--- config.mk ---
export PLATFORM = sky130hd
export DESIGN_NAME = iocg_datapath
export DESIGN_NICKNAME = d
export VERILOG_FILES = /design/src/pkg/iocg_pkg.sv /design/src/design/iocg_datapath.sv
export SDC_FILE = /design/constraint.sdc
export NUM_CORES = 1
export LEC_CHECK = 0
export BUFFER_PORTS_ARGS = -buffer_cell sky130_fd_sc_hd__buf_2
export CAP_MARGIN = 25
export CORE_AREA = 5 5 96 98
export DETAILED_ROUTE_END_ITERATION = 16
export DIE_AREA = 0 0 101 103
export PLACE_DENSITY = 0.74
export SETUP_SLACK_MARGIN = 0.15
export SYNTH_ARGS = -nofsm -noshare
export SYNTH_HDL_FRONTEND = slang
export SYNTH_SLANG_ARGS = --single-unit
--- constraint.sdc ---
create_clock -name sys_clk -period 3.2 [get_ports sys_clk]
set_input_delay 0.96 -clock sys_clk [delete_from_list [all_inputs] [get_ports sys_clk]]
set_output_delay 0.96 -clock sys_clk [all_outputs]
set_load 0.05 [all_outputs]
--- src/pkg/iocg_pkg.sv ---
package iocg_pkg;

    // Widest assembled word: two cells share the double-rate chain
    localparam int IOCG_CHAIN_W = 14;
    // Deepest word the gearing delivers (ratio five, both edges)
    localparam int IOCG_WORD_W = 10;
    // Input FIFO depth and pointer width (pointers carry a wrap bit)
    localparam int IOCG_FIFO_DEPTH = 8;
    localparam int IOCG_PTR_W = 4;
    // Programmable delay line length and select width
    localparam int IOCG_TAPS = 4;
    localparam int IOCG_TAP_SEL_W = 2;
    // Bit counter width
    localparam int IOCG_CNT_W = 4;

    // Positions of the outside inputs in the synchroniser vector
    localparam int IOCG_S_FAST = 0;
    localparam int IOCG_S_SLOW = 1;
    localparam int IOCG_S_RSTB = 2;
    localparam int IOCG_S_SWCK = 3;
    localparam int IOCG_S_DWCK = 4;
    localparam int IOCG_S_PAD = 5;
    localparam int IOCG_S_PAIR = 6;
    localparam int IOCG_S_N = 7;

    // Reset values: every gearing, FIFO and tri-state register clears to zero
    localparam logic [IOCG_CHAIN_W-1:0] IOCG_CHAIN_RST = 14'h0000;
    localparam logic [IOCG_WORD_W-1:0] IOCG_WORD_RST = 10'h000;
    localparam logic [IOCG_CNT_W-1:0] IOCG_CNT_RST = 4'h0;
    localparam logic [IOCG_PTR_W-1:0] IOCG_PTR_RST = 4'h0;

    // Gearing mode, one-hot
    typedef enum logic [4:0] {
        IOCG_INPUT_GEAR_RATIO_ONE = 5'h01,
        IOCG_INPUT_GEAR_RATIO_TWO = 5'h02,
        IOCG_INPUT_GEAR_RATIO_FOUR = 5'h04,
        IOCG_INPUT_GEAR_RATIO_FIVE = 5'h08,
        IOCG_INPUT_GEAR_SEVEN_TO_ONE = 5'h10
    } iocg_gear_t;

    // Pointers handed from the group FIFO control to each cell
    typedef struct packed {
        logic [IOCG_PTR_W-1:0] wr_ptr;
        logic [IOCG_PTR_W-1:0] rd_ptr;
    } iocg_ptr_t;

    // Tri-state controls from the core
    typedef struct packed {
        logic single_rate_enable_in;
        logic [1:0] double_rate_enable_in;
        logic enable_double_rate_mode;
    } iocg_tri_t;

endpackage

--- src/design/iocg_datapath.sv ---
// What this block does
// (RULE1) Input path offers delay and conditioning registers
// (RULE2) Input gearing ratios one, two, four, five
// (RULE3) Seven-to-one mode shares paired cell chain
// (RULE4) Shift, update, transfer register stages
// (RULE5) Capture pad bit on both fast edges
// (RULE6) Word boundary slips on core align request
// (RULE7) Parallel word registered on slow clock
// (RULE8) Per-pin input FIFO ahead of gearing
// (RULE9) FIFO written by strobe, read by fast clock
// (RULE10) Fast clock frequency equals strobe frequency
// (RULE11) One control unit makes group FIFO pointers
// (RULE12) Core drives align request to shift boundary
// (RULE13) Output registers core data, has delay cells
// (RULE14) Output serializing ratios one to seven-to-one
// (RULE15) Non-bottom output cells: single ratio only
// (RULE16) Seven-to-one output uses the adjacent pin pair
// (RULE17) Outgoing strobe made from strobe-write clock
// (RULE18) Outgoing data made from data-write clock
// (RULE19) Single rate: enable through one flip-flop
// (RULE20) Double rate: two-bit enable, slow and fast
// (RULE21) Each block has its own reset input
// (RULE22) Data-write clock is ninety degree shifted copy
// (RULE23) Reset clears gearing, FIFO, tri-state to zero
`timescale 1ns/10ps
`default_nettype none

module iocg_datapath
    import iocg_pkg::*;
#(
    parameter bit BOTTOM_EDGE = 1'b1
)
(
    // System clock and resets
    input wire logic sys_clk,
    input wire logic sys_rst,
    input wire logic in_rst,
    input wire logic out_rst,
    input wire logic tri_rst,
    // Clocks arriving from outside, sampled as levels
    input wire logic fast_edge_clock,
    input wire logic slow_clock,
    input wire logic read_strobe,
    input wire logic strobe_write_clock,
    input wire logic data_write_clock,
    // Pads
    input wire logic pad_in,
    input wire logic pad_in_pair,
    output logic pad_out,
    output logic pad_out_pair,
    output logic pad_oe_n,
    output logic strobe_out,
    // Core controls
    input wire iocg_gear_t gear_mode,
    input wire logic mem_read_mode,
    input wire logic mem_write_mode,
    input wire logic word_align_request,
    input wire logic [IOCG_TAP_SEL_W-1:0] in_delay_sel,
    input wire logic [IOCG_TAP_SEL_W-1:0] out_delay_sel,
    input wire iocg_tri_t tri_ctrl,
    // Core data
    input wire logic [IOCG_WORD_W-1:0] out_word,
    output logic [IOCG_WORD_W-1:0] in_word,
    output logic in_word_valid,
    output logic buffer_enable_out
);

    // Bits per slow clock period for a gearing mode
    function automatic logic [IOCG_CNT_W-1:0] word_bits(input iocg_gear_t g, input logic bottom);
        word_bits = 4'h2;
        if (bottom)
        begin
            unique case (g)
                IOCG_INPUT_GEAR_RATIO_ONE: word_bits = 4'h2;
                IOCG_INPUT_GEAR_RATIO_TWO: word_bits = 4'h4;
                IOCG_INPUT_GEAR_RATIO_FOUR: word_bits = 4'h8;
                IOCG_INPUT_GEAR_RATIO_FIVE: word_bits = 4'hA;
                IOCG_INPUT_GEAR_SEVEN_TO_ONE: word_bits = 4'h7;
                default: word_bits = 4'h2;
            endcase
        end
    endfunction

    // Block resets, each joined with the system reset
    logic rst_in;
    logic rst_out;
    logic rst_tri;
    assign rst_in = sys_rst | in_rst; // RULE21
    assign rst_out = sys_rst | out_rst; // RULE21
    assign rst_tri = sys_rst | tri_rst; // RULE21

    // Two-stage synchronisers; the first stage feeds only the second
    logic [IOCG_S_N-1:0] sync1;
    logic [IOCG_S_N-1:0] sync2;
    logic [IOCG_S_N-1:0] sync_prev;
    logic [IOCG_S_N-1:0] outside;
    assign outside = {pad_in_pair, pad_in, data_write_clock, strobe_write_clock,
                      read_strobe, slow_clock, fast_edge_clock};

    always_ff @(posedge sys_clk)
    begin
        if (sys_rst)
        begin
            sync1 <= '0;
            sync2 <= '0;
            sync_prev <= '0;
        end
        else
        begin
            sync1 <= outside;
            sync2 <= sync1;
            sync_prev <= sync2;
        end
    end

    // Edge detectors on the synchronised clocks
    logic [IOCG_S_N-1:0] rise;
    logic [IOCG_S_N-1:0] fall;
    logic fast_edge;
    logic slow_rise;
    logic strobe_edge;
    logic dwck_edge;
    assign rise = sync2 & ~sync_prev;
    assign fall = ~sync2 & sync_prev;
    assign fast_edge = rise[IOCG_S_FAST] | fall[IOCG_S_FAST]; // RULE5
    assign slow_rise = rise[IOCG_S_SLOW];
    assign strobe_edge = rise[IOCG_S_RSTB] | fall[IOCG_S_RSTB];
    // Both edges of the quarter-period shifted clock land mid-bit of the strobe
    assign dwck_edge = rise[IOCG_S_DWCK] | fall[IOCG_S_DWCK]; // RULE22

    // Input delay line; the tap count trades range for latency
    logic [IOCG_TAPS-1:0] in_taps;
    logic in_delayed;
    always_ff @(posedge sys_clk)
    begin
        if (rst_in)
        begin
            in_taps <= '0;
        end
        else
        begin
            in_taps <= {in_taps[IOCG_TAPS-2:0], sync2[IOCG_S_PAD]}; // RULE1
        end
    end
    assign in_delayed = in_taps[in_delay_sel]; // RULE1

    // Group FIFO control: one pointer pair serves every cell of the group
    iocg_ptr_t ptrs;
    logic fifo_full;
    logic fifo_empty;
    logic fifo_wr;
    logic fifo_rd;
    assign fifo_full = (ptrs.wr_ptr - ptrs.rd_ptr) == 4'(IOCG_FIFO_DEPTH);
    assign fifo_empty = ptrs.wr_ptr == ptrs.rd_ptr;
    assign fifo_wr = mem_read_mode & strobe_edge & ~fifo_full; // RULE9
    assign fifo_rd = mem_read_mode & fast_edge & ~fifo_empty; // RULE9

    always_ff @(posedge sys_clk)
    begin
        if (rst_in)
        begin
            ptrs <= {IOCG_PTR_RST, IOCG_PTR_RST}; // RULE23
        end
        else
        begin
            // A write on a full FIFO is dropped rather than overwrite unread data
            if (fifo_wr)
            begin
                ptrs.wr_ptr <= ptrs.wr_ptr + 4'h1; // RULE11
            end
            if (fifo_rd)
            begin
                ptrs.rd_ptr <= ptrs.rd_ptr + 4'h1; // RULE11
            end
        end
    end

    // Per-pin FIFO storage, written on strobe edges, read on fast edges
    logic [IOCG_FIFO_DEPTH-1:0] fifo_mem;
    logic fifo_q;
    always_ff @(posedge sys_clk)
    begin
        if (rst_in)
        begin
            fifo_mem <= '0; // RULE23
            fifo_q <= 1'b0;
        end
        else
        begin
            if (fifo_wr)
            begin
                fifo_mem[ptrs.wr_ptr[IOCG_PTR_W-2:0]] <= in_delayed; // RULE8
            end
            if (fifo_rd)
            begin
                fifo_q <= fifo_mem[ptrs.rd_ptr[IOCG_PTR_W-2:0]]; // RULE9
            end
        end
    end

    // Gearing source: FIFO for memory reads, pair chain for seven-to-one
    logic src_bit;
    logic [IOCG_CNT_W-1:0] in_bits;
    assign src_bit = mem_read_mode ? fifo_q : // RULE8
                     (gear_mode == IOCG_INPUT_GEAR_SEVEN_TO_ONE) ? sync2[IOCG_S_PAIR] : in_delayed; // RULE3
    assign in_bits = word_bits(gear_mode, BOTTOM_EDGE); // RULE2

    // Align request is held until the next fast edge consumes it
    logic align_prev;
    logic align_pend;
    always_ff @(posedge sys_clk)
    begin
        if (rst_in)
        begin
            align_prev <= 1'b0;
            align_pend <= 1'b0;
        end
        else
        begin
            align_prev <= word_align_request;
            // A new request in the consuming cycle wins over the clear
            if (word_align_request & ~align_prev)
            begin
                align_pend <= 1'b1; // RULE6
            end
            else if (fast_edge)
            begin
                align_pend <= 1'b0;
            end
        end
    end

    // Shift and update stages
    logic [IOCG_CHAIN_W-1:0] shift_chain;
    logic [IOCG_CNT_W-1:0] bit_cnt;
    logic [IOCG_WORD_W-1:0] update_word;
    logic [IOCG_CHAIN_W-1:0] next_chain;
    assign next_chain = {shift_chain[IOCG_CHAIN_W-2:0], src_bit};

    always_ff @(posedge sys_clk)
    begin
        if (rst_in)
        begin
            shift_chain <= IOCG_CHAIN_RST; // RULE23
            bit_cnt <= IOCG_CNT_RST;
            update_word <= IOCG_WORD_RST;
        end
        else if (fast_edge)
        begin
            shift_chain <= next_chain; // RULE4 RULE5
            if (align_pend)
            begin
                // Holding the count slips the boundary by one bit
                bit_cnt <= bit_cnt; // RULE6
            end
            else if (bit_cnt >= in_bits - 4'h1)
            begin
                bit_cnt <= IOCG_CNT_RST;
                update_word <= next_chain[IOCG_WORD_W-1:0] & ~(10'h3FF << in_bits); // RULE4 RULE6
            end
            else
            begin
                bit_cnt <= bit_cnt + 4'h1;
            end
        end
    end

    // Transfer stage onto the slow clock
    always_ff @(posedge sys_clk)
    begin
        if (rst_in)
        begin
            in_word <= IOCG_WORD_RST; // RULE23
            in_word_valid <= 1'b0;
        end
        else
        begin
            in_word_valid <= slow_rise; // RULE7
            if (slow_rise)
            begin
                in_word <= update_word; // RULE4 RULE7
            end
        end
    end

    // Output serializer: load on slow clock, shift on fast or data-write clock
    logic [IOCG_WORD_W-1:0] out_shift;
    logic [IOCG_CNT_W-1:0] out_cnt;
    logic [IOCG_CNT_W-1:0] out_bits;
    logic out_step;
    // Cells off the bottom edge get single ratio through the same function
    assign out_bits = word_bits(gear_mode, BOTTOM_EDGE); // RULE14 RULE15
    assign out_step = mem_write_mode ? dwck_edge : fast_edge; // RULE18

    always_ff @(posedge sys_clk)
    begin
        if (rst_out)
        begin
            out_shift <= IOCG_WORD_RST; // RULE23
            out_cnt <= IOCG_CNT_RST;
        end
        else if (slow_rise)
        begin
            out_shift <= out_word; // RULE13
            out_cnt <= out_bits;
        end
        else if (out_step && out_cnt != IOCG_CNT_RST)
        begin
            out_shift <= out_shift >> 1; // RULE14
            out_cnt <= out_cnt - 4'h1;
        end
    end

    // Output delay cells and pad registers
    logic [IOCG_TAPS-1:0] out_taps;
    always_ff @(posedge sys_clk)
    begin
        if (rst_out)
        begin
            out_taps <= '0;
            pad_out <= 1'b0;
            pad_out_pair <= 1'b0;
            strobe_out <= 1'b0;
        end
        else
        begin
            out_taps <= {out_taps[IOCG_TAPS-2:0], out_shift[0]};
            pad_out <= out_taps[out_delay_sel]; // RULE13
            // Complement copy on the adjacent pin only in seven-to-one mode
            pad_out_pair <= (gear_mode == IOCG_INPUT_GEAR_SEVEN_TO_ONE) & ~out_taps[out_delay_sel]; // RULE16
            strobe_out <= mem_write_mode & sync2[IOCG_S_SWCK]; // RULE17
        end
    end

    // Tri-state registers; a high enable output means the pad floats
    logic [1:0] tri_hold;
    logic double_rate;
    assign double_rate = BOTTOM_EDGE & tri_ctrl.enable_double_rate_mode;

    always_ff @(posedge sys_clk)
    begin
        if (rst_tri)
        begin
            tri_hold <= 2'h0; // RULE23
            buffer_enable_out <= 1'b0;
        end
        else
        begin
            if (slow_rise)
            begin
                tri_hold <= tri_ctrl.double_rate_enable_in; // RULE20
            end
            if (double_rate)
            begin
                if (rise[IOCG_S_FAST])
                begin
                    buffer_enable_out <= tri_hold[0]; // RULE20
                end
                else if (fall[IOCG_S_FAST])
                begin
                    buffer_enable_out <= tri_hold[1]; // RULE20
                end
            end
            else if (slow_rise)
            begin
                buffer_enable_out <= tri_ctrl.single_rate_enable_in; // RULE19
            end
        end
    end
    assign pad_oe_n = buffer_enable_out;

    property p_fifo_bound;
        @(posedge sys_clk) disable iff (rst_in)
        (ptrs.wr_ptr - ptrs.rd_ptr) <= 4'(IOCG_FIFO_DEPTH);
    endproperty
    a_fifo_bound: assert property (p_fifo_bound) else $error("FIFO pointers apart by more than depth"); // RULE11

    property p_transfer;
        @(posedge sys_clk) disable iff (rst_in)
        slow_rise |=> in_word_valid && in_word == $past(update_word);
    endproperty
    a_transfer: assert property (p_transfer) else $error("Word not transferred on slow edge"); // RULE7

    property p_sdr_enable;
        @(posedge sys_clk) disable iff (rst_tri)
        (slow_rise && !double_rate) |=> buffer_enable_out == $past(tri_ctrl.single_rate_enable_in);
    endproperty
    a_sdr_enable: assert property (p_sdr_enable) else $error("Single rate enable not registered"); // RULE19

    property p_ddr_enable;
        @(posedge sys_clk) disable iff (rst_tri)
        (double_rate && fall[IOCG_S_FAST]) |=> buffer_enable_out == $past(tri_hold[1]);
    endproperty
    a_ddr_enable: assert property (p_ddr_enable) else $error("Double rate enable wrong on fall"); // RULE20

    property p_reset_clear;
        @(posedge sys_clk)
        rst_in |=> in_word == IOCG_WORD_RST && bit_cnt == IOCG_CNT_RST && !in_word_valid;
    endproperty
    a_reset_clear: assert property (p_reset_clear) else $error("Input block not cleared by reset"); // RULE23

    property p_strobe_quiet;
        @(posedge sys_clk) disable iff (rst_out)
        !mem_write_mode |=> !strobe_out;
    endproperty
    a_strobe_quiet: assert property (p_strobe_quiet) else $error("Strobe driven outside write mode"); // RULE17

    property p_align_slip;
        @(posedge sys_clk) disable iff (rst_in)
        // A fresh request in the consuming cycle re-arms the slip, so it is left out here
        (align_pend && fast_edge && !(word_align_request && !align_prev)) |=> bit_cnt == $past(bit_cnt) && !align_pend;
    endproperty
    a_align_slip: assert property (p_align_slip) else $error("Align request did not slip a bit"); // RULE6

    property p_out_load;
        @(posedge sys_clk) disable iff (rst_out)
        slow_rise |=> out_shift == $past(out_word) ##4 pad_out == $past(out_taps[out_delay_sel]);
    endproperty
    a_out_load: assert property (p_out_load) else $error("Core word not loaded for output"); // RULE13

endmodule

`default_nettype wire

Word level (Yosys, flattened, before mapping):

Index checks and enable logic that the tools add are counted.
Widths: inputs -> output; s select.

* add/sub/neg operators: 6
* order comparisons: 6
* eq/ne operators: 7
* shift-type cells: 1
* mux-type cells: 24
* bitwise operators: 24
* reductions and logical operators: 9

Operators by type and width (count)
* $mux 10: 2
* $pmux 4 s4: 1
* $mux 1: 13
* $add 4x1->4 const B: 3
* $mux 4: 3
* $and 10x10->10: 1
* $and 5x5->5: 2
* $not 10->10: 1
* $not 5->5: 2
* $shl 10x4->10 const A: 1
* $bwmux 8: 1
* $lt 3x4->1 const B: 2
* $sub 4x1->4 const B: 2
* $and 1x1->1: 7
* $lt 2x3->1 const B: 2
* $or 1x1->1: 6
* $reduce_bool 2->1: 3
* $eq 5x2->1 const B: 1
* $eq 5x3->1 const B: 1
* $eq 5x4->1 const B: 1
* $eq 5x5->1 const B: 1
* $not 1->1: 5
* $bmux 1 s2: 2
* $eq 4x4->1: 1
* other kinds (11): 13

* flip-flop bits (word level): 100
* logic and storage cells: 100

Logic depth before layout (Yosys ltp):

Gate-level depths: netlist (run 1).

* word-level depth: 7
* gate-level depth with buffers: 11
* mapped depth without buffers: 10

Worst setup path before layout (run 1):

Ideal clock, no wire load.

* kind: input-to-reg
* start: input port gear_mode[3]
* end: register update_word[9]
* arrival time: 3.051 ns
* required time: 3.083 ns
* setup slack: 0.032 ns
* stages on the path: 11
* path buffers: 1
* cells stage by stage: buf_4 nor3_1 nand2_1 ha_1 xor2_1 ha_1 nor3_1 nor4_4 nand3_1 nor2_1 a32o_1

* cells in the longest elaborated chain, start to end: 5
* elaborated cells on any way between the ends: 11
* classes of those cells: 1 x add/sub; 1 x order compare; 4 x eq/ne; 1 x shift; 1 x mux; 2 x bitwise; 1 x reduce/logical

Ends and longest elaborated chain
* start: declaration: line iocg_datapath.sv:54 `input wire iocg_gear_t gear_mode,`
* $eq 5x5->1 (tied with other cells): line iocg_datapath.sv:73 `unique case (g)`
* $pmux 4 s4 (*): line iocg_datapath.sv:73
* $sub 4x1->4 / $shl 10x4->10 (equally long branches): line iocg_datapath.sv:256, iocg_datapath.sv:259
* $ge 4x4->1 / $not 10->10 (equally long branches): line iocg_datapath.sv:256, iocg_datapath.sv:259
* $reduce_and 3->1 (no source line) / $and 10x10->10 (equally long branches)
* end signal: assignment: line iocg_datapath.sv:259 `update_word <= next_chain[IOCG_WORD_W-1:0] & ~(10'h3FF << in_bits);`
* end: declaration: line iocg_datapath.sv:236 `logic [IOCG_WORD_W-1:0] update_word;`

Mark *: on every way between the ends. The rest lies on a longest branch, timed or not.
A chain may end at the register's enable or synchronous reset.

Worst setup path after layout (run 1):

* start: input port gear_mode[4]
* end: register update_word[3]

Same word-level chain as after synthesis.

==> impl_metrics.env, run 1 <==
export IMPL_status="finished clean"
export IMPL_fmax_ghz=0.356
export IMPL_synth_cell_types=47
export IMPL_synth_edf_count=0
export IMPL_vias_per_cell=5.21
export IMPL_io_buffers=53
export IMPL_avgSynthCellArea_sq_um=9.58
export IMPL_yosysWarnings=0
export IMPL_start_util_pct=49.6
export IMPL_vdd_ir_drop_max_mv=0.280
export IMPL_setup_slack_ns=0.388
export IMPL_die_w_microns=101
export IMPL_cp_start_kind="input port"
export IMPL_maxSlewViolCount=0
export IMPL_crit_required_ns=3.52
export IMPL_fin_skew_ns=0.00674
export IMPL_setup_worst_path_class="in -> reg"
export IMPL_syn_to_final_growth_pct=14.9
export IMPL_grt_pass1_wl_mm=13.2
export IMPL_setup_viol=0
export IMPL_grt_max_degree=29
export IMPL_synth_seq_cells=99
export IMPL_cts_sinks=99
export IMPL_worstSetupEndpointType="flop"
export IMPL_synth_simple_area_share_pct=19.3
export IMPL_syn_nets=487
export IMPL_synthMuxAreaShare_pct=9.63
export IMPL_p_leak_nw=1.93
export IMPL_period_minus_slack_ns=2.81
export IMPL_fin_cells=597
export IMPL_dieArea_sq_um=10400
export IMPL_synth_xor_area_share_pct=3.58
export IMPL_clock_root_buffer="clkbuf_8"
export IMPL_ioPinCount=54
export IMPL_via_count=3112
export IMPL_routedWlPerCell_microns=13.4
export IMPL_fin_crit_sh_pct=87.9
export IMPL_tightest_slew_ns=0.856
export IMPL_async_reset_ff_share_pct=0
export IMPL_postCtsSetupBuffers=0
export IMPL_syn_area_sq_um=4160
export IMPL_slew_headroom_pct=42.7
export IMPL_cp_arrival_ns=3.13
export IMPL_cts_buffer_depth=2
export IMPL_core_sq_um=8380
export IMPL_cts_hold_buffers_added=0
export IMPL_antennaDiodeCount=0
export IMPL_post_route_drc_count=0
export IMPL_path_clk_slew_ns=0.10
export IMPL_synth_compound_area_share_pct=11.6
export IMPL_hold_class="reg -> reg"
export IMPL_post_cts_resized=0
export IMPL_ys_seq_area_share_pct=47.7
export IMPL_hold_viol_final=0
export IMPL_grt_remaining_overflow=0
export IMPL_drive_gt1_share_pct=19.2
export IMPL_fin_nets=537
export IMPL_crit_path_max_fanout=6
export IMPL_grt_use_total_pct=15.8
export IMPL_rsz0062_at_grt="false"
export IMPL_preCtsSetupSlack_ns=-0.00355
export IMPL_wirelength_mm=7.99
export IMPL_tritoncts="done"
export IMPL_fillers=748
export IMPL_power_density_nw_per_um2=487
export IMPL_antenna_found_initial=0
export IMPL_synth_top_family_by_area="simple AND/OR/NAND/NOR gates"
export IMPL_synth_ff_type="dfxtp_1"
export IMPL_whs_ns=0.441
export IMPL_dp_cells=581
export IMPL_drt_iter0_drc=70
export IMPL_gp_congestion=0.854
export IMPL_insertion_delay_ns=0.37
export IMPL_fin_util_pct=57.0
export IMPL_drtAntennaViolNets=0
export IMPL_die_h_microns=103
export IMPL_grt_pass1_vias=2922
export IMPL_synth_adder_area_share_pct=4.52
export IMPL_numCtsBuffers=9
export IMPL_dp_hpwl_mm=5.83
export IMPL_syn_inst=434
export IMPL_dr_pass1_iters=4
export IMPL_htreeDepth=3
export IMPL_maxCapViolations=0
export IMPL_rows=34
cells in the mapped netlist (3+ instances only):
cell type | n | area (sq um)
nor2_1 | 34 | 128
nor3_1 | 8 | 40.0
a32o_1 | 4 | 40.0
a21oi_1 | 29 | 145
nand2b_1 | 6 | 37.5
a211oi_1 | 3 | 22.5
ha_1 | 15 | 188
nand4_1 | 8 | 50.1
nor2b_1 | 22 | 138
dfxtp_1 | 99 | 1980
inv_1 | 9 | 33.8
buf_4 | 4 | 30.0
a22o_1 | 6 | 52.6
buf_2 | 4 | 20.0
xor2_1 | 8 | 70.1
mux4_2 | 4 | 90.1
clkbuf_1 | 15 | 56.3
nand2_1 | 61 | 229
o21ai_0 | 13 | 65.1
and2_1 | 10 | 62.6
mux2i_1 | 31 | 310
xnor2_1 | 9 | 78.8
nand3_1 | 4 | 20.0
placed cells by master, fill, tap and decap left out, types with 3 or more instances in the layout:
cell	instances
a211oi_1	3
buf_4	9
nand4_1	8
a21oi_1	29
mux4_2	4
buf_2	53
ha_1	15
mux2i_1	31
dfxtp_1	99
a32o_1	4
clkbuf_8	10
nor3_1	6
nor2_1	34
xor2_1	8
inv_1	9
a22o_1	6
nand2b_1	6
nor2b_1	22
and2_1	10
o21ai_0	13
nand3_1	3
nand2_1	61
xnor2_1	9
stage by stage:
step	power, mW	area [sq um]	TNS, ns
3_3_place_gp	1.44	4530	0
3_5_place_dp	1.45	4540	-0.00355
2_1_floorplan	1.40	4180	0
6_report	2.32	4770	0
5_1_grt	2.41	4770	0
4_1_cts	2.35	4770	0
cell families after synthesis:
family,count (synthesis)
compound gates,70
xor+xnor,17
fa+ha+maj,15
buf+inv,33
flops,99
mux,35
simple gates,165
layout make-up:
type                       instances  area, sq um  area share, %
multi-input combinational        302         2040           42.8
timing repair buffer              63          348           7.29
clock buffer                      10          138           2.88
inverter                           9         33.8          0.708
tap                              108          135           2.83
sequential                        99         1980           41.5
clock inverter                     6         93.8           1.97
routing by layer:
metal,vias up,share of wire (%),global-route usage [%]
li1,1594,-,-
met1,1442,47,20.6
met2,66,46,24.8
met3,10,6.0,5.28
met4,0,1.4,5.01
met5,-,0,0
state kept, by name, indices dropped and copies added (netlist names), 7 cells and up:
register     flops
shift_chain      9
sync1            7
update_word     10
fifo_mem         8
in_word         10
ptrs             8
out_shift       10
sync2            7
power by group:
group          switching (mW)  total [mW]  internal [mW]
clock                   0.437       0.905          0.468
combinational          0.0927       0.161         0.0688
sequential            0.00903        1.26           1.25
critical path, cell delays in order:
cell	delay (ns)
buf_2	0.14
nor2b_1	0.24
nand2_1	0.18
ha_1	0.23
xor2_1	0.16
ha_1	0.29
nor3_2	0.05
nor4_4	0.21
nand3_2	0.17
a211oi_1	0.33
a22o_1	0.17
worst paths after layout:
| path | endpoint | cells after the start | slack (ns) | from |
|---|---|---|---|---|
| worst max-delay path | update_word[3] | 11 | 0.39 | gear_mode[4] |
| worst min-delay path | in_taps[0] | 1 | 0.44 | sync2[5] |
| worst max register to register | fifo_mem[7] | 7 | 1.03 | ptrs[2] |
| worst min register to register | in_taps[0] | 1 | 0.44 | sync2[5] |
No activity file was read; power rests on OpenSTA's default activity.
==> run 2: changes to the inputs <==
Settings changed: PLACE_DENSITY 0.74 to unset, PLACE_DENSITY_LB_ADDON set to 0.05.
==> run 2 against run 1 <==
First-iteration DRC count down 11%. Flip-flop and latch count unchanged. Clock power down 4.8%. Sequential power about the same. Critical path type unchanged. Global-route usage up 0.48 points. Critical endpoint is now update_word[6]. Cell count up 0.34%. Non-clock buffer count up 3. Worst setup slack worse by 0.057 ns. Sequential share of layout area about the same. Combinational power about the same.
==> impl_metrics.env, run 2 (synthesized netlist as in run 1, its figures left out) <==
export IMPL_status="finished clean"
export IMPL_busiest_layer="met2"
export IMPL_p_leak_nw=1.94
export IMPL_fin_nets=540
export IMPL_power_share_sequential_pct=55.1
export IMPL_die_h_microns=103
export IMPL_combPwrFrac_pct=7.2
export IMPL_grt_pass1_vias=2865
export IMPL_power_total_mw=2.28
export IMPL_drtAntennaViolNets=0
export IMPL_power_density_nw_per_um2=478
export IMPL_critPathSlowestCell="nor4_2"
export IMPL_start_util_pct=49.6
export IMPL_cp_buffers_inverters=2
export IMPL_dieArea_sq_um=10400
export IMPL_met1_usage_pct=22.8
export IMPL_vdd_ir_drop_max_mv=0.247
export IMPL_grt_pass1_wl_mm=13.5
export IMPL_met3_usage_pct=3.38
export IMPL_numCtsBuffers=9
export IMPL_fmax_ghz=0.349
export IMPL_fin_skew_ns=0.0111
export IMPL_path_clk_slew_ns=0.09
export IMPL_cts_buffer_depth=2
export IMPL_period_minus_slack_ns=2.87
export IMPL_io_buffers=53
export IMPL_fin_crit_sh_pct=89.6
export IMPL_cts_hold_buffers_added=0
export IMPL_grt_use_total_pct=16.3
export IMPL_die_w_microns=101
export IMPL_p_clk_share_pct=37.8
export IMPL_crit_required_ns=3.51
export IMPL_worstSetupEndpointType="flop"
export IMPL_dp_hpwl_mm=5.78
export IMPL_power_switching_mw=0.521
export IMPL_setup_slack_ns=0.332
export IMPL_cts_sinks=99
export IMPL_drive_gt1_share_pct=19.3
export IMPL_grt_max_degree=29
export IMPL_insertion_delay_ns=0.36
export IMPL_rsz0062_at_grt="false"
export IMPL_gp_congestion=0.800
export IMPL_netSwitchingFraction_pct=22.8
export IMPL_maxSlewViolCount=0
export IMPL_wirelength_mm=7.94
export IMPL_hold_viol_final=0
export IMPL_rows=34
export IMPL_fin_tns_setup_ns=0
export IMPL_syn_to_final_growth_pct=14.8
export IMPL_via_count=3089
export IMPL_p_int_mw=1.76
export IMPL_crit_top_cell="ha_1"
export IMPL_hold_class="reg -> reg"
export IMPL_drt_iter0_drc=62
export IMPL_tightest_slew_ns=0.686
export IMPL_cp_start_kind="input port"
export IMPL_tritoncts="done"
export IMPL_slew_headroom_pct=54.3
export IMPL_post_cts_resized=0
export IMPL_ioPinCount=54
export IMPL_antennaDiodeCount=0
export IMPL_final_common_cell="dfxtp_1"
export IMPL_cp_arrival_ns=3.17
export IMPL_final_cell_mix="dfxtp_1 (99), nand2_1 (61), buf_2 (53)"
export IMPL_post_route_drc_count=0
export IMPL_vias_per_cell=5.16
export IMPL_clock_root_buffer="clkbuf_8"
export IMPL_crit_path_max_fanout=10
export IMPL_core_sq_um=8380
export IMPL_setup_viol=0
export IMPL_preCtsSetupSlack_ns=0.00637
export IMPL_antenna_found_initial=0
export IMPL_fillers=756
export IMPL_routedWlPerCell_microns=13.3
export IMPL_cp_top_family="simple AND/OR/NAND/NOR gates"
export IMPL_largestRegisters="in_word x10, out_shift x10, update_word x10"
export IMPL_setup_worst_path_class="in -> reg"
export IMPL_maxCapViolations=0
export IMPL_postCtsSetupBuffers=0
export IMPL_dr_pass1_iters=4
export IMPL_grt_remaining_overflow=0
export IMPL_htreeDepth=3
export IMPL_grtUsageMet2_pct=24.5
export IMPL_slowest_delay_ns=0.31
export IMPL_crit_chain="buf_2 > xnor2_1 > nor4_2 > ha_1 > xor2_1 > ha_1 > nor3_2 > nor4_4 > buf_4 > a21oi_4 > a22o_1"
run 2: changes by cell type in the layout (fill, tap and decap cells not counted):
cell	change
buf_4	+4
buf_8	-1
clkbuf_1	+1
clkbuf_8	-1
inv_6	-2
inv_8	+1
run 2: worst register-to-register path, stage by stage, from the launching register on:
cell and delay (ns):
dfxtp_1 0.37, inv_1 0.09, ha_1 0.36, nor4bb_1 0.32, a21oi_1 0.08, or3_1 0.48
nand3_1 0.23, mux2i_1 0.20
run 2: area by class of cell:
class	count	area, sq um	share of cell area [%]
sequential	99	1980	41.5
tap	108	135	2.83
timing repair buffer	66	363	7.60
multi-input combinational	302	2040	42.8
clock buffer	10	128	2.67
clock inverter	5	87.6	1.83
inverter	9	33.8	0.708
run 2: per-layer routing:
| layer | up-vias | share of wire [%] |
|---|---|---|
| met3 | 11 | 4.9 |
| met1 | 1427 | 50 |
| met4 | 0 | 1.5 |
| li1 | 1601 | - |
| met5 | - | 0 |
| met2 | 50 | 44 |
run 2: path summary, 6_finish.rpt:
kind,startpoint,to,slack [ns],cells after the start
max,gear_mode[1],update_word[6],0.33,11
max reg2reg,ptrs[2],fifo_mem[7],1.00,7
min reg2reg,sync2[5],in_taps[0],0.44,1
min,sync2[5],in_taps[0],0.44,1
run 2: power by group through the flow:
stage	Clock (mW)	Sequential, mW	Combinational (mW)
finish	0.862	1.26	0.164
floorplan	0	1.29	0.111
global placement	0	1.29	0.163
CTS	0.893	1.26	0.166
global route	0.939	1.26	0.183
detailed placement	0	1.29	0.164
run 2: stage by stage:
stage               hold WS, ns  instance area (sq um)  cells  utilization (%)
floorplan                 0.406                   4180    434                -
global placement          0.421                   4560    584             54.4
detailed placement        0.420                   4560    584             54.4
CTS                       0.446                   4770    599             57.0
global route              0.468                   4770    599             57.0
finish                    0.444                   4770    599             57.0
==> run 3: changes to the inputs <==
Settings changed: ABC_CLOCK_PERIOD_IN_PS set to 3200, PLACE_DENSITY set to 0.71, PLACE_DENSITY_LB_ADDON 0.05 to unset.
==> run 3 against run 2 <==
Sequential power barely moved. Critical path depth did not move. Non-clock buffer count fell by 2. Clock power fell by 3.2%. Sequential share of layout area rose by 0.15 points. Register-to-register slack improved by 0.05 ns. Clock skew fell by 0.0050 ns. Critical path type unchanged. Highest routed layer unchanged.
==> impl_metrics.env, run 3 (synthesized netlist as in run 1, its figures left out) <==
export IMPL_status="finished clean"
export IMPL_antennaDiodeCount=0
export IMPL_io_buffers=53
export IMPL_preCtsSetupSlack_ns=-0.00672
export IMPL_fin_skew_ns=0.00605
export IMPL_dieArea_sq_um=10400
export IMPL_slew_headroom_pct=42.8
export IMPL_path_clk_slew_ns=0.09
export IMPL_cp_top_family="simple AND/OR/NAND/NOR gates"
export IMPL_vias_per_cell=5.12
export IMPL_insertion_delay_ns=0.35
export IMPL_maxSlewViolCount=0
export IMPL_postCtsSetupBuffers=0
export IMPL_maxCapViolations=0
export IMPL_critPathSlowestCell="a211oi_1"
export IMPL_final_cell_mix="dfxtp_1 (99), nand2_1 (61), buf_2 (53)"
export IMPL_syn_to_final_growth_pct=14.4
export IMPL_setup_worst_path_class="in -> reg"
export IMPL_fin_crit_sh_pct=89.2
export IMPL_fmax_ghz=0.350
export IMPL_rsz0062_at_grt="false"
export IMPL_p_clk_share_pct=37.0
export IMPL_htreeDepth=3
export IMPL_power_density_nw_per_um2=474
export IMPL_drtAntennaViolNets=0
export IMPL_drt_iter0_drc=96
export IMPL_fin_nets=538
export IMPL_cp_start_kind="input port"
export IMPL_p_int_mw=1.75
export IMPL_power_switching_mw=0.507
export IMPL_crit_required_ns=3.50
export IMPL_gp_congestion=0.771
export IMPL_tritoncts="done"
export IMPL_cts_buffer_depth=2
export IMPL_antenna_found_initial=0
export IMPL_cp_buffers_inverters=1
export IMPL_placed_area_sq_um=4540
export IMPL_vdd_ir_drop_max_mv=0.246
export IMPL_drive_gt1_share_pct=19.2
export IMPL_start_util_pct=49.6
export IMPL_grt_pass1_vias=2813
export IMPL_via_count=3062
export IMPL_numCtsBuffers=9
export IMPL_power_total_mw=2.25
export IMPL_finish_instance_area_sq_um=4760
export IMPL_worstSetupEndpointType="flop"
export IMPL_grt_pass1_wl_mm=12.8
export IMPL_core_sq_um=8380
export IMPL_cp_arrival_ns=3.16
export IMPL_grt_remaining_overflow=0
export IMPL_ioPinCount=54
export IMPL_largestRegisters="in_word x10, out_shift x10, update_word x10"
export IMPL_clock_root_buffer="clkbuf_8"
export IMPL_slowest_delay_ns=0.34
export IMPL_routedWlPerCell_microns=13.0
export IMPL_tightest_slew_ns=0.855
export IMPL_hold_class="reg -> reg"
export IMPL_final_common_cell="dfxtp_1"
export IMPL_p_leak_nw=1.93
export IMPL_netSwitchingFraction_pct=22.5
export IMPL_grt_use_total_pct=15.5
export IMPL_crit_path_max_fanout=7
export IMPL_post_cts_resized=0
export IMPL_dr_pass1_iters=4
export IMPL_setup_viol=0
export IMPL_crit_chain="buf_2 > nor3_2 > nand2_1 > ha_1 > xor2_1 > ha_1 > nor3_2 > nor4_4 > nand3_2 > a211oi_1 > a22o_1"
export IMPL_rows=34
export IMPL_die_h_microns=103
export IMPL_period_minus_slack_ns=2.85
export IMPL_post_route_drc_count=0
export IMPL_wirelength_mm=7.79
export IMPL_cts_hold_buffers_added=0
export IMPL_combPwrFrac_pct=7.2
export IMPL_die_w_microns=101
export IMPL_whs_ns=0.443
export IMPL_hold_viol_final=0
export IMPL_cts_sinks=99
export IMPL_setup_slack_ns=0.345
export IMPL_dp_hpwl_mm=5.69
export IMPL_grt_max_degree=37
export IMPL_fillers=771
export IMPL_power_share_sequential_pct=55.8
[run 3: changes by cell type in the layout (fill, tap and decap cells not counted), sizes merged]
cell	delta
buf	-2
clkinvlp	-1
bufinv	-1
clkbuf	+3
[run 3: power by group through the flow]
stage	logic [mW]	registers, mW	clock network [mW]
2_1_floorplan	0.111	1.29	0
3_3_place_gp	0.159	1.29	0
3_5_place_dp	0.162	1.29	0
4_1_cts	0.163	1.26	0.860
5_1_grt	0.179	1.26	0.909
6_report	0.161	1.26	0.834
[run 3: final cells by class]
class	instances	area, sq um	share of cell area (%)
clock buffers	13	169	3.55
well taps	108	135	2.84
flip-flops and latches	99	1980	41.7
repair buffers	64	348	7.31
inverters	9	33.8	0.710
clock inverters	3	43.8	0.921
multi-input cells	302	2040	43.0
[run 3: final timing paths]
kind                                    from             end  slack [ns]  depth (start not counted)
worst max-delay path            gear_mode[3]  update_word[3]        0.35                         11
worst min-delay path                sync1[3]        sync2[3]        0.44                          1
worst max register to register       ptrs[2]     fifo_mem[7]        1.05                          7
worst min register to register      sync1[3]        sync2[3]        0.44                          1
[run 3: layer usage]
layer,share of wire [%],routed length [microns],track usage [%],vias up
met5,0,0,0,-
met4,2.1,163,8.59,0
met3,4.5,353,3.11,12
met2,45,3520,24.1,49
met1,48,3760,20.2,1401
li1,-,-,-,1600
[run 3: metrics by stage]
| step | util [%] | setup TNS (ns) | cells |
|---|---|---|---|
| floorplan | - | 0 | 434 |
| CTS | 56.7 | 0 | 598 |
| finish | 56.7 | 0 | 598 |
| global route | 56.7 | 0 | 598 |
| global placement | 54.2 | 0 | 582 |
| detailed placement | 54.2 | -0.0104 | 582 |
